$ cat config.mk
export PLATFORM = sky130hd
export DESIGN_NAME = idc_drain_check
export DESIGN_NICKNAME = d
export VERILOG_FILES = /design/src/common/idc_pkg.sv /design/src/rtl/idc_slot_qual.sv /design/src/rtl/idc_drain_check.sv
export SDC_FILE = /design/constraint.sdc
export NUM_CORES = 1
export LEC_CHECK = 0
export ABC_CLOCK_PERIOD_IN_PS = 3200
export BUFFER_PORTS_ARGS = -buffer_cell sky130_fd_sc_hd__buf_4
export CAP_MARGIN = 20
export CORE_MARGIN = 4
export CORE_UTILIZATION = 55
export DETAILED_ROUTE_END_ITERATION = 16
export GPL_TIMING_DRIVEN = 0
export PLACE_DENSITY = 0.86
export SLEW_MARGIN = 5
export SYNTH_ARGS = -nofsm -noshare
export SYNTH_HDL_FRONTEND = slang
export SYNTH_SLANG_ARGS = --single-unit
$ cat constraint.sdc
create_clock -name clk -period 3.2 [get_ports clk]
set_clock_uncertainty 0.05 [all_clocks]
set_input_delay 0.16 -clock clk [delete_from_list [all_inputs] [get_ports clk]]
set_output_delay 0.16 -clock clk [all_outputs]
set_load 0.01 [all_outputs]
$ cat src/common/idc_pkg.sv
package idc_pkg;
	// ****************************************
	// Packet shape
	// ****************************************
	localparam int SLOTS = 8;
	localparam int REG_AW = 6;
	localparam int PRED_CNT = 8;
	localparam int PRED_AW = 3;
	localparam int STAGES = 2;
	localparam int STG_DISPATCH = 0;
	localparam int STG_DECODE = 1;
	// ****************************************
	// Drain timing
	// ****************************************
	localparam int DRAIN_CYCLES = 4;
	localparam int DRAIN_CW = 4;
	localparam logic EXC_ENABLE_ON = 1'b1;
	localparam logic [PRED_CNT-1:0] PRED_RST = 8'h00;
	// ****************************************
	// Control states
	// ****************************************
	typedef enum logic [2:0] {
		ST_RUN = 3'b001,
		ST_DRAIN = 3'b010,
		ST_HANDLER = 3'b100
	} idc_state_t;
endpackage

$ cat src/rtl/idc_slot_qual.sv
`timescale 1ns/10ps
module idc_slot_qual #(
	parameter int PRED_CNT = 8,
	parameter int PRED_AW = 3
) (
	input wire logic slot_vld,
	input wire logic pred_use,
	input wire logic [PRED_AW-1:0] pred_idx,
	input wire logic pred_inv,
	input wire logic [PRED_CNT-1:0] pred_val,
	input wire logic annul,
	output logic wr_eff
);
	// Condition is judged on committed predicates only, so an annulled
	// predicate write can never steer a later slot
	always_comb
	begin
		wr_eff = slot_vld && !annul;
		if (pred_use)
		begin
			wr_eff = wr_eff && (pred_val[pred_idx] ^ pred_inv);
		end
	end
endmodule // idc_slot_qual

$ cat src/rtl/idc_drain_check.sv
`timescale 1ns/10ps
// Function
// - Exceptions are raised only while global_exception_enable is one.
// - Taking an interrupt drains the pipe, annulling all not yet in first_execute_phase.
// - Packets in decode_stage and dispatch_stage at drain start are annulled.
// - Two writes to one register in one cycle raise a conflict exception.
// - Annulled writes never conflict, nor steer predicates of later packets.
module idc_drain_check #(
	parameter int SLOTS = idc_pkg::SLOTS,
	parameter int REG_AW = idc_pkg::REG_AW,
	parameter int DRAIN_CYCLES = idc_pkg::DRAIN_CYCLES
) (
	input wire logic clk,
	input wire logic rst_n,
	input wire logic irq_req,
	input wire logic global_exception_enable,
	input wire logic in_vld,
	input wire logic [SLOTS-1:0] in_slot_vld,
	input wire logic [SLOTS-1:0][REG_AW-1:0] in_slot_dst,
	input wire logic [SLOTS-1:0] in_slot_dat,
	input wire logic [SLOTS-1:0] in_pred_use,
	input wire logic [SLOTS-1:0][idc_pkg::PRED_AW-1:0] in_pred_idx,
	input wire logic [SLOTS-1:0] in_pred_inv,
	input wire logic late_wr_vld,
	input wire logic [REG_AW-1:0] late_wr_dst,
	input wire logic late_wr_dat,
	input wire logic exc_clear,
	output logic in_ready,
	output logic [SLOTS-1:0] wb_en,
	output logic [SLOTS-1:0][REG_AW-1:0] wb_dst,
	output logic [SLOTS-1:0] wb_dat,
	output logic [idc_pkg::PRED_CNT-1:0] pred_state,
	output logic draining,
	output logic handler_enter,
	output logic conflict_exc,
	output logic exc_flag
);
	// ****************************************
	// Declarations
	// ****************************************
	idc_pkg::idc_state_t state_reg;
	idc_pkg::idc_state_t state_next;
	logic irq_s1_reg;
	logic irq_s2_reg;
	logic irq_s3_reg;
	logic irq_edge;
	logic annul_now;
	logic accept;
	logic [idc_pkg::DRAIN_CW-1:0] drain_cnt_reg;
	logic [idc_pkg::STAGES-1:0] pk_vld_reg;
	logic [idc_pkg::STAGES-1:0][SLOTS-1:0] sl_vld_reg;
	logic [idc_pkg::STAGES-1:0][SLOTS-1:0][REG_AW-1:0] sl_dst_reg;
	logic [idc_pkg::STAGES-1:0][SLOTS-1:0] sl_dat_reg;
	logic [idc_pkg::STAGES-1:0][SLOTS-1:0] sl_pu_reg;
	logic [idc_pkg::STAGES-1:0][SLOTS-1:0][idc_pkg::PRED_AW-1:0] sl_pi_reg;
	logic [idc_pkg::STAGES-1:0][SLOTS-1:0] sl_inv_reg;
	logic [idc_pkg::PRED_CNT-1:0] pred_reg;
	logic [idc_pkg::PRED_CNT-1:0] pred_next;
	logic [SLOTS-1:0] eff;
	logic conflict;
	logic [SLOTS-1:0] wb_en_reg;
	logic [SLOTS-1:0][REG_AW-1:0] wb_dst_reg;
	logic [SLOTS-1:0] wb_dat_reg;
	logic in_ready_reg;
	logic draining_reg;
	logic handler_enter_reg;
	logic conflict_exc_reg;
	logic exc_flag_reg;
	// ****************************************
	// Interrupt request synchroniser
	// ****************************************
	always_ff @(posedge clk or negedge rst_n)
	begin
		if (!rst_n)
		begin
			irq_s1_reg <= 1'b0;
			irq_s2_reg <= 1'b0;
			irq_s3_reg <= 1'b0;
		end
		else
		begin
			irq_s1_reg <= irq_req;
			irq_s2_reg <= irq_s1_reg;
			irq_s3_reg <= irq_s2_reg;
		end
	end
	assign irq_edge = irq_s2_reg && !irq_s3_reg;
	// Drain start cycle already annuls the decode packet about to enter execute
	assign annul_now = (state_reg == idc_pkg::ST_RUN && irq_edge) || state_reg == idc_pkg::ST_DRAIN;
	assign accept = in_vld && in_ready_reg && !annul_now;
	// ****************************************
	// Control state machine
	// ****************************************
	always_comb
	begin
		state_next = state_reg;
		unique case (state_reg)
			idc_pkg::ST_RUN:
			begin
				if (irq_edge)
				begin
					state_next = idc_pkg::ST_DRAIN;
				end
			end
			idc_pkg::ST_DRAIN:
			begin
				if (drain_cnt_reg == idc_pkg::DRAIN_CW'(1))
				begin
					state_next = idc_pkg::ST_HANDLER;
				end
			end
			idc_pkg::ST_HANDLER:
			begin
				state_next = idc_pkg::ST_RUN;
			end
			default:
			begin
				state_next = idc_pkg::ST_RUN;
			end
		endcase
	end
	always_ff @(posedge clk or negedge rst_n)
	begin
		if (!rst_n)
		begin
			state_reg <= idc_pkg::ST_RUN;
			drain_cnt_reg <= '0;
			in_ready_reg <= 1'b1;
			draining_reg <= 1'b0;
			handler_enter_reg <= 1'b0;
		end
		else
		begin
			state_reg <= state_next;
			if (state_reg == idc_pkg::ST_RUN && irq_edge)
			begin
				drain_cnt_reg <= idc_pkg::DRAIN_CW'(DRAIN_CYCLES);
			end
			else if (drain_cnt_reg != '0)
			begin
				drain_cnt_reg <= drain_cnt_reg - idc_pkg::DRAIN_CW'(1);
			end
			in_ready_reg <= (state_next == idc_pkg::ST_RUN) && !(state_reg == idc_pkg::ST_RUN && irq_edge);
			draining_reg <= state_next == idc_pkg::ST_DRAIN;
			// Handler is entered plainly; the flag only moves on a real conflict or on exc_clear
			handler_enter_reg <= state_reg == idc_pkg::ST_DRAIN && state_next == idc_pkg::ST_HANDLER;
		end
	end

	// ****************************************
	// Dispatch and decode stages
	// ****************************************
	always_ff @(posedge clk or negedge rst_n)
	begin
		if (!rst_n)
		begin
			pk_vld_reg <= '0;
			sl_vld_reg <= '0;
			sl_dst_reg <= '0;
			sl_dat_reg <= '0;
			sl_pu_reg <= '0;
			sl_pi_reg <= '0;
			sl_inv_reg <= '0;
		end
		else if (annul_now)
		begin
			pk_vld_reg <= '0;
			sl_vld_reg <= '0;
		end
		else
		begin
			pk_vld_reg[idc_pkg::STG_DISPATCH] <= accept;
			sl_vld_reg[idc_pkg::STG_DISPATCH] <= accept ? in_slot_vld : '0;
			sl_dst_reg[idc_pkg::STG_DISPATCH] <= in_slot_dst;
			sl_dat_reg[idc_pkg::STG_DISPATCH] <= in_slot_dat;
			sl_pu_reg[idc_pkg::STG_DISPATCH] <= in_pred_use;
			sl_pi_reg[idc_pkg::STG_DISPATCH] <= in_pred_idx;
			sl_inv_reg[idc_pkg::STG_DISPATCH] <= in_pred_inv;
			pk_vld_reg[idc_pkg::STG_DECODE] <= pk_vld_reg[idc_pkg::STG_DISPATCH];
			sl_vld_reg[idc_pkg::STG_DECODE] <= sl_vld_reg[idc_pkg::STG_DISPATCH];
			sl_dst_reg[idc_pkg::STG_DECODE] <= sl_dst_reg[idc_pkg::STG_DISPATCH];
			sl_dat_reg[idc_pkg::STG_DECODE] <= sl_dat_reg[idc_pkg::STG_DISPATCH];
			sl_pu_reg[idc_pkg::STG_DECODE] <= sl_pu_reg[idc_pkg::STG_DISPATCH];
			sl_pi_reg[idc_pkg::STG_DECODE] <= sl_pi_reg[idc_pkg::STG_DISPATCH];
			sl_inv_reg[idc_pkg::STG_DECODE] <= sl_inv_reg[idc_pkg::STG_DISPATCH];
		end
	end

	// ****************************************
	// Entry into the first execute phase
	// ****************************************
	genvar gi;
	generate
		for (gi = 0; gi < SLOTS; gi++)
		begin : g_slot
			idc_slot_qual #(
				.PRED_CNT(idc_pkg::PRED_CNT),
				.PRED_AW(idc_pkg::PRED_AW)
			) u_qual (
				.slot_vld(sl_vld_reg[idc_pkg::STG_DECODE][gi] && pk_vld_reg[idc_pkg::STG_DECODE]),
				.pred_use(sl_pu_reg[idc_pkg::STG_DECODE][gi]),
				.pred_idx(sl_pi_reg[idc_pkg::STG_DECODE][gi]),
				.pred_inv(sl_inv_reg[idc_pkg::STG_DECODE][gi]),
				.pred_val(pred_reg),
				.annul(annul_now),
				.wr_eff(eff[gi])
			);
		end
	endgenerate
	// ****************************************
	// Same-cycle write conflict and predicate commit
	// ****************************************
	// Only surviving writes are compared; long-latency writes landing now count too
	always_comb
	begin
		conflict = 1'b0;
		pred_next = pred_reg;
		for (int i = 0; i < SLOTS; i++)
		begin
			if (eff[i] && late_wr_vld && sl_dst_reg[idc_pkg::STG_DECODE][i] == late_wr_dst)
			begin
				conflict = 1'b1;
			end
			for (int j = i + 1; j < SLOTS; j++)
			begin
				if (eff[i] && eff[j] && sl_dst_reg[idc_pkg::STG_DECODE][i] == sl_dst_reg[idc_pkg::STG_DECODE][j])
				begin
					conflict = 1'b1;
				end
			end
		end
		if (late_wr_vld && late_wr_dst < REG_AW'(idc_pkg::PRED_CNT))
		begin
			pred_next[late_wr_dst[idc_pkg::PRED_AW-1:0]] = late_wr_dat;
		end
		for (int i = 0; i < SLOTS; i++)
		begin
			if (eff[i] && sl_dst_reg[idc_pkg::STG_DECODE][i] < REG_AW'(idc_pkg::PRED_CNT))
			begin
				pred_next[sl_dst_reg[idc_pkg::STG_DECODE][i][idc_pkg::PRED_AW-1:0]] = sl_dat_reg[idc_pkg::STG_DECODE][i];
			end
		end
	end

	always_ff @(posedge clk or negedge rst_n)
	begin
		if (!rst_n)
		begin
			pred_reg <= idc_pkg::PRED_RST;
			wb_en_reg <= '0;
			wb_dst_reg <= '0;
			wb_dat_reg <= '0;
		end
		else
		begin
			pred_reg <= pred_next;
			wb_en_reg <= eff;
			wb_dst_reg <= sl_dst_reg[idc_pkg::STG_DECODE];
			wb_dat_reg <= sl_dat_reg[idc_pkg::STG_DECODE];
		end
	end

	// ****************************************
	// Exception reporting
	// ****************************************
	always_ff @(posedge clk or negedge rst_n)
	begin
		if (!rst_n)
		begin
			conflict_exc_reg <= 1'b0;
			exc_flag_reg <= 1'b0;
		end
		else
		begin
			conflict_exc_reg <= conflict && global_exception_enable == idc_pkg::EXC_ENABLE_ON;
			// Set beats clear so a conflict in the clearing cycle is kept
			if (conflict && global_exception_enable == idc_pkg::EXC_ENABLE_ON)
			begin
				exc_flag_reg <= 1'b1;
			end
			else if (exc_clear)
			begin
				exc_flag_reg <= 1'b0;
			end
		end
	end
	assign in_ready = in_ready_reg;
	assign wb_en = wb_en_reg;
	assign wb_dst = wb_dst_reg;
	assign wb_dat = wb_dat_reg;
	assign pred_state = pred_reg;
	assign draining = draining_reg;
	assign handler_enter = handler_enter_reg;
	assign conflict_exc = conflict_exc_reg;
	assign exc_flag = exc_flag_reg;
endmodule // idc_drain_check

Word-level counts from Yosys, hierarchy flattened
Index checks and enable logic that the tools add are counted.

word-level totals
  register bits after elaboration = 297
  bits in latches = 0
  bits in writable memories = 0
  memory bits (read-only) = 0
  input port bits = 118
  word-level logic and storage cells = 382
  memories kept = 0

cells by class
  add/sub/neg operators = 1
  $mul = 0
  div/mod/pow operators = 0
  magnitude comparators = 35
  eq/ne operators = 42
  shift operators = 0
  mux-type cells = 106
  bitwise gates (word level) = 8
  reductions and logical operators = 128

operator list
  operator                                                                number
  6-bit equality test                                                     36
  1-bit logical AND                                                       121
  8-bit 2-to-1 mux                                                        10
  8-bit bitwise mux                                                       9
  3-bit by 4-bit < comparator with 1-bit output (second input constant)   17
  1-bit 2-to-1 mux                                                        63
  6-bit by 4-bit < comparator with 1-bit output (second input constant)   9
  1-bit demux with 3-bit select                                           9
  3-bit by 1-bit >= comparator with 1-bit output (second input constant)  9
  1-bit binary-select mux with 3-bit select                               8
  16-bit 2-to-1 mux                                                       1
  4-bit 2-to-1 mux                                                        2
  1-bit XOR                                                               8
  3-bit by 1-bit equality test with 1-bit output (second input constant)  2
  3-bit by 2-bit equality test with 1-bit output (second input constant)  2
  3-bit 2-to-1 mux                                                        2
  3-bit case mux with 2 select lines                                      1
  4-bit by 1-bit equality test with 1-bit output (second input constant)  1
  2-bit nonzero test                                                      2
  4-bit nonzero test                                                      1
  4-bit by 1-bit subtractor with 4-bit output (second input constant)     1
  3-bit equality test (second input constant)                             1
  1-bit logical NOT                                                       3
  2-bit 2-to-1 mux                                                        1
  1-bit logical OR                                                        1

Depth between registers and ports, before layout
  depth after elaboration = 48
  gate-level depth with buffers = 12

By module
From an unflattened synthesis, not the netlist that was laid out.

unflattened totals
  cells, all modules = 1657
  area, all modules = 15084.5 µm²

modules (own cells, without submodules)
  module           instances  cells an instance  area an instance (µm²)  seq. area each (µm²)
  idc_drain_check  1          1609               14423.8                 7434.6
  idc_slot_qual    8          6                  82.6                    0.0

Least setup slack after synthesis
Ideal clock, no wire load.

  kind = register -> register
  from = register pred_reg (netlist bit pred_state[6])
  to = register pred_reg (netlist bit pred_state[3])
  data arrival time = 2.546 ns
  data required time = 3.046 ns
  slack = 0.500 ns
  stages on the path, launching flop included = 11
  path buffers = 1
  period minus slack after synthesis = 2.700 ns
  cells stage by stage = dfrtp_1 -> clkbuf_2 -> mux2i_1 -> mux4_2 -> mux2i_1 -> nor2_2 -> nand3_2 -> o2111a_1 -> o31ai_1 -> o211ai_1 -> a221oi_1

on the way
  elaborated cells on any way between the ends = 63

RTL lines
  element                                      RTL line                RTL
  start, declared                              idc_drain_check.sv:57   logic [idc_pkg::PRED_CNT-1:0] pred_reg;
  start signal, assigned                       idc_drain_check.sv:249  pred_reg <= idc_pkg::PRED_RST;
  start signal, assigned                       idc_drain_check.sv:256  pred_reg <= pred_next;
  1-bit binary-select mux with 3-bit select *  idc_slot_qual.sv:21     wr_eff = wr_eff && (pred_val[pred_idx] ^ pred_inv);
  1-bit 2-to-1 mux (not written as such) *     idc_slot_qual.sv:21
  1-bit XOR *                                  idc_slot_qual.sv:21
  1-bit logical AND *                          idc_slot_qual.sv:21
  1-bit 2-to-1 mux *                           idc_slot_qual.sv:19     if (pred_use)
  via g_slot[3].u_qual.wr_eff                  idc_slot_qual.sv:12     output logic wr_eff
  1-bit logical AND *                          idc_drain_check.sv:238  if (eff[i] && sl_dst_reg[idc_pkg::STG_DECODE][i] < REG_AW'(idc_pkg::PRED_CNT))
  8-bit 2-to-1 mux *                           idc_drain_check.sv:238
  8-bit bitwise mux                            idc_drain_check.sv:240  pred_next[sl_dst_reg[idc_pkg::STG_DECODE][i][idc_pkg::PRED_AW-1:0]] = sl_dat_reg[idc_pkg::STG_DECODE][i];
  8-bit 2-to-1 mux *                           idc_drain_check.sv:238
  8-bit bitwise mux                            idc_drain_check.sv:240
  8-bit 2-to-1 mux *                           idc_drain_check.sv:238
  8-bit bitwise mux                            idc_drain_check.sv:240
  8-bit 2-to-1 mux *                           idc_drain_check.sv:238
  8-bit bitwise mux                            idc_drain_check.sv:240
  8-bit 2-to-1 mux *                           idc_drain_check.sv:238
  via pred_next, one bit                       idc_drain_check.sv:58   logic [idc_pkg::PRED_CNT-1:0] pred_next;

The timed path passes the listed nets; every way through them passes the cells marked *. The select of a mux whose other input is x is not followed.
A chain may end at the register's enable or synchronous reset.

Worst setup path in the final report
  from = register sl_dst_reg[77] (netlist name)
  to = register exc_flag_reg (netlist: exc_flag)

on the way
  longest elaborated chain between the ends = 36
  elaborated cells on any way between the ends = 51

RTL lines
  element                                                 RTL line                RTL
  start, declared                                         idc_drain_check.sv:52   logic [idc_pkg::STAGES-1:0][SLOTS-1:0][REG_AW-1:0] sl_dst_reg;
  start signal, assigned by index                         idc_drain_check.sv:174  sl_dst_reg[idc_pkg::STG_DISPATCH] <= in_slot_dst;
  start signal, assigned by index                         idc_drain_check.sv:181  sl_dst_reg[idc_pkg::STG_DECODE] <= sl_dst_reg[idc_pkg::STG_DISPATCH];
  6-bit equality test                                     idc_drain_check.sv:226  if (eff[i] && eff[j] && sl_dst_reg[idc_pkg::STG_DECODE][i] == sl_dst_reg[idc_pkg::STG_DECODE][j])
  1-bit logical AND                                       idc_drain_check.sv:226
  1-bit 2-to-1 mux (4 in series)                          idc_drain_check.sv:226
  1-bit 2-to-1 mux                                        idc_drain_check.sv:220  if (eff[i] && late_wr_vld && sl_dst_reg[idc_pkg::STG_DECODE][i] == late_wr_dst)
  1-bit 2-to-1 mux (6 in series)                          idc_drain_check.sv:226
  1-bit 2-to-1 mux                                        idc_drain_check.sv:220
  1-bit 2-to-1 mux (5 in series)                          idc_drain_check.sv:226
  1-bit 2-to-1 mux                                        idc_drain_check.sv:220
  [7 not listed]                                          --
  1-bit 2-to-1 mux *                                      idc_drain_check.sv:226
  1-bit 2-to-1 mux *                                      idc_drain_check.sv:220
  1-bit 2-to-1 mux * (2 in series)                        idc_drain_check.sv:226
  1-bit 2-to-1 mux *                                      idc_drain_check.sv:220
  1-bit 2-to-1 mux *                                      idc_drain_check.sv:226
  1-bit 2-to-1 mux *                                      idc_drain_check.sv:220
  1-bit logical AND *                                     idc_drain_check.sv:277  if (conflict && global_exception_enable == idc_pkg::EXC_ENABLE_ON)
  1-bit 2-to-1 mux or 2-bit nonzero test (tied branches)  --
  end signal, assigned                                    idc_drain_check.sv:271  exc_flag_reg <= 1'b0;
  end signal, assigned                                    idc_drain_check.sv:279  exc_flag_reg <= 1'b1;
  end signal, assigned                                    idc_drain_check.sv:283  exc_flag_reg <= 1'b0;
  end, declared                                           idc_drain_check.sv:68   logic exc_flag_reg;

Mark *: on every way between the ends. The rest lies on a longest branch, timed or not.

==> flow_summary.ini <==
[run_status]
status = complete, but fails checks
violations = negative setup slack

[final_layout]
largest_reg_flops = 96
stdcell_area_um2 = 19700
drive_above_1_share_pct = 16.0
fin_nets = 2157
area_delta_synth_final_pct = 28.8
final_common_cell = nand2_1
final_cell_mix = nand2_1, dfrtp_1, buf_4

[worst_setup_path]
crit_fanout = 10
reg2reg_slack_ns = -0.007
worstPathArrival_ns = 3.62
reg2regPathDepth = 9
critical_path_required_ns = 3.61
endpoint_kind = register
worstSetupStartpointType = register
worst_r2r_startpoint = sl_dst_reg[77]
regToRegEndpoint = exc_flag
critical_path_class = reg -> reg

[logic_synthesis]
synth-seq-cells = 297
syn_nets = 1812
synth_edf_count = 0
synth_area_per_cell_um2 = 9.04
ys_seq_area_share_pct = 48.6
synth.distinct_cells = 80
synth_flop_cell = dfrtp_1
syn_inst = 1691
yosys_warnings = 0
synthArstFlopShare_pct = 100
syn-cell-area_um2 = 15300

[power_and_ir_drop]
powerDensity_nw_per_um2 = 743
p_leak_nw = 9.20
ir_worst_vdd_mv = 0.508

[cts]
cts_htree_levels = 1
cts_num_sinks = 297
max-clock-path-buffers = 3
clock_latency_ns = 0.58
cts_tree = built
clk_transition_reported_paths_ns = 0.06
cts_buffers = 30
cts_root_buf = clkbuf_16

[global_route]
grt_overflow = 0
grt_max_degree = 122
grt_pass1_wl_um = 79400
grt_most_used_layer = met2
antenna_found_initial = 5
grtUsageMet3_pct = 6.82
grt_pass1_vias = 13900
grtUsageMet2_pct = 54.5
grt_use_met1_pct = 43.9
track_usage_pct = 33.3

[floorplan]
die_x_um = 175
row_count = 60
ios = 195
initial_core_util_pct = 56.2
dieArea_um2 = 30500
die_h_um = 175
core_um2 = 27200

[sta]
slew_viol_final = 0
max-slew-margin-rel_pct = 29.8
worst_slack_ns = -0.00719
min_period_over_period_pct = 100
rsz0062_at_grt = true
fmax_mhz = 312
tns_ns = -0.00719
finalSetupViolations = 1
timing_worst_slew_pin_value_ns = 1.05
period_needed_ns = 3.21
hold_violations = 0

[place]
port_buffers = 187
routabilityCongestion = 0.981
dp_hpwl_um = 34000
dpl_cell_area_um2 = 17200
dp_slack_ns = -0.481

[detailed_routing]
drtIter0Drc = 1478
route.detailed.drc = 0
dr.pass1.iters = 5
vias = 14100
final_antenna_net_count = 0
wl_um = 51800
vias_per_cell = 5.77
drt-wirelength-per-cell_um = 21.3

[job]
cap_violations = 0

[hold_path]
hold_class = in -> async
-- stage by stage --
stage / total power, mW / hold WS (ns) / utilization, % / std cells
6_report: 14.6 / 0.0643 / 72.4 / 2437
5_1_grt: 15.3 / 0.0980 / 72.4 / 2435
4_1_cts: 14.3 / 0.0452 / 71.5 / 2421
3_5_place_dp: 10.6 / 0.0821 / 63.4 / 2253
3_3_place_gp: 10.4 / 0.220 / 63.1 / 2250
2_1_floorplan: 8.69 / -0.186 / - / 1691
-- synthesized netlist by cell type, types with 4 or more instances --
cell type / number / area, µm²
a21oi_1: 13 / 65.1
a221oi_1: 4 / 35.0
a22o_1: 4 / 35.0
a22oi_1: 4 / 30.0
a311oi_1: 5 / 43.8
a31oi_1: 4 / 25.0
and2_1: 20 / 125
and3_1: 6 / 37.5
buf_1: 17 / 63.8
buf_2: 13 / 65.1
clkbuf_1: 102 / 383
clkbuf_2: 5 / 25.0
dfrtp_1: 295 / 7380
inv_1: 17 / 63.8
mux2_2: 9 / 101
mux2i_1: 35 / 350
mux4_2: 8 / 180
nand2_1: 602 / 2260
nand2b_1: 10 / 62.6
nand3_1: 30 / 150
nand3b_1: 7 / 52.6
nand4_1: 43 / 269
nand4b_1: 4 / 35.0
nor2_1: 32 / 120
nor2b_1: 10 / 62.6
nor3_1: 21 / 105
nor3b_1: 5 / 37.5
nor4_1: 40 / 250
nor4b_1: 5 / 43.8
o21ai_0: 23 / 115
or3_1: 5 / 31.3
xnor2_1: 93 / 815
xor2_1: 126 / 1100
-- layout make-up --
| type | instances | area, µm² |
|---|---|---|
| fillers | 1901 | 7490 |
| flip-flops and latches | 297 | 7440 |
| inverters | 17 | 63.8 |
| clock inverters | 9 | 104 |
| repair buffers | 313 | 2700 |
| plain buffers | 140 | 599 |
| clock buffers | 47 | 885 |
| diodes | 5 | 12.5 |
| well taps | 372 | 465 |
| multi-input cells | 1237 | 7410 |
-- kinds of logic (layout without fill, tap and decap cells) --
logic type / count (synthesis) / count (layout) / share of synthesized area [%]
buf+inv: 157 / 526 / 4.10
other cells: 0 / 5 / 0
xor+xnor: 219 / 219 / 12.5
simple gates: 859 / 859 / 25.0
fa+ha+maj: 3 / 3 / 0.246
flops: 297 / 297 / 48.6
mux: 56 / 56 / 4.53
compound gates: 100 / 100 / 4.92
-- per-layer routing --
layer / part of all wire, % / wire length [µm]
met1: 38 / 19900
met2: 47 / 24400
met3: 9.9 / 5120
met4: 4.7 / 2430
met5: 0.033 / 17
-- worst max-delay path by stage --
stage / startpoint / end / slack (ns)
final: sl_dst_reg[77] / exc_flag / -0.007
after global routing: pred_state[6] / pred_state[3] / -0.03
after CTS: pred_state[2] / exc_flag / 0.02
after detailed placement: pred_state[6] / pred_state[3] / -0.48
after global placement: rst_n / pred_state[0] / -0.47
after floorplan: pred_state[6] / pred_state[3] / 0.50
-- critical path: stages, from the launching register on --
cell,delay (ns)
dfrtp_1,0.48
clkbuf_1,0.77
xnor2_1,0.31
nand4_1,0.17
nor3_1,0.06
a22oi_1,0.21
nand3_1,0.11
a222oi_1,0.47
a41oi_2,0.25
a21o_1,0.21
-- power breakdown --
part           switching, mW  internal [mW]  total (mW)
sequential             0.698           4.62        5.31
combinational           3.47           2.34        5.82
clock                   1.51           1.99        3.49
-- timing repair --
item                       4_1_cts  5_1_grt
gates resized for setup         18       38
setup endpoints to repair       10       10
setup buffers                    4       11
hold endpoints to repair       203        0
hold buffers                   108        0
pin swaps                        3        7
No activity file was read; power rests on OpenSTA's default activity.
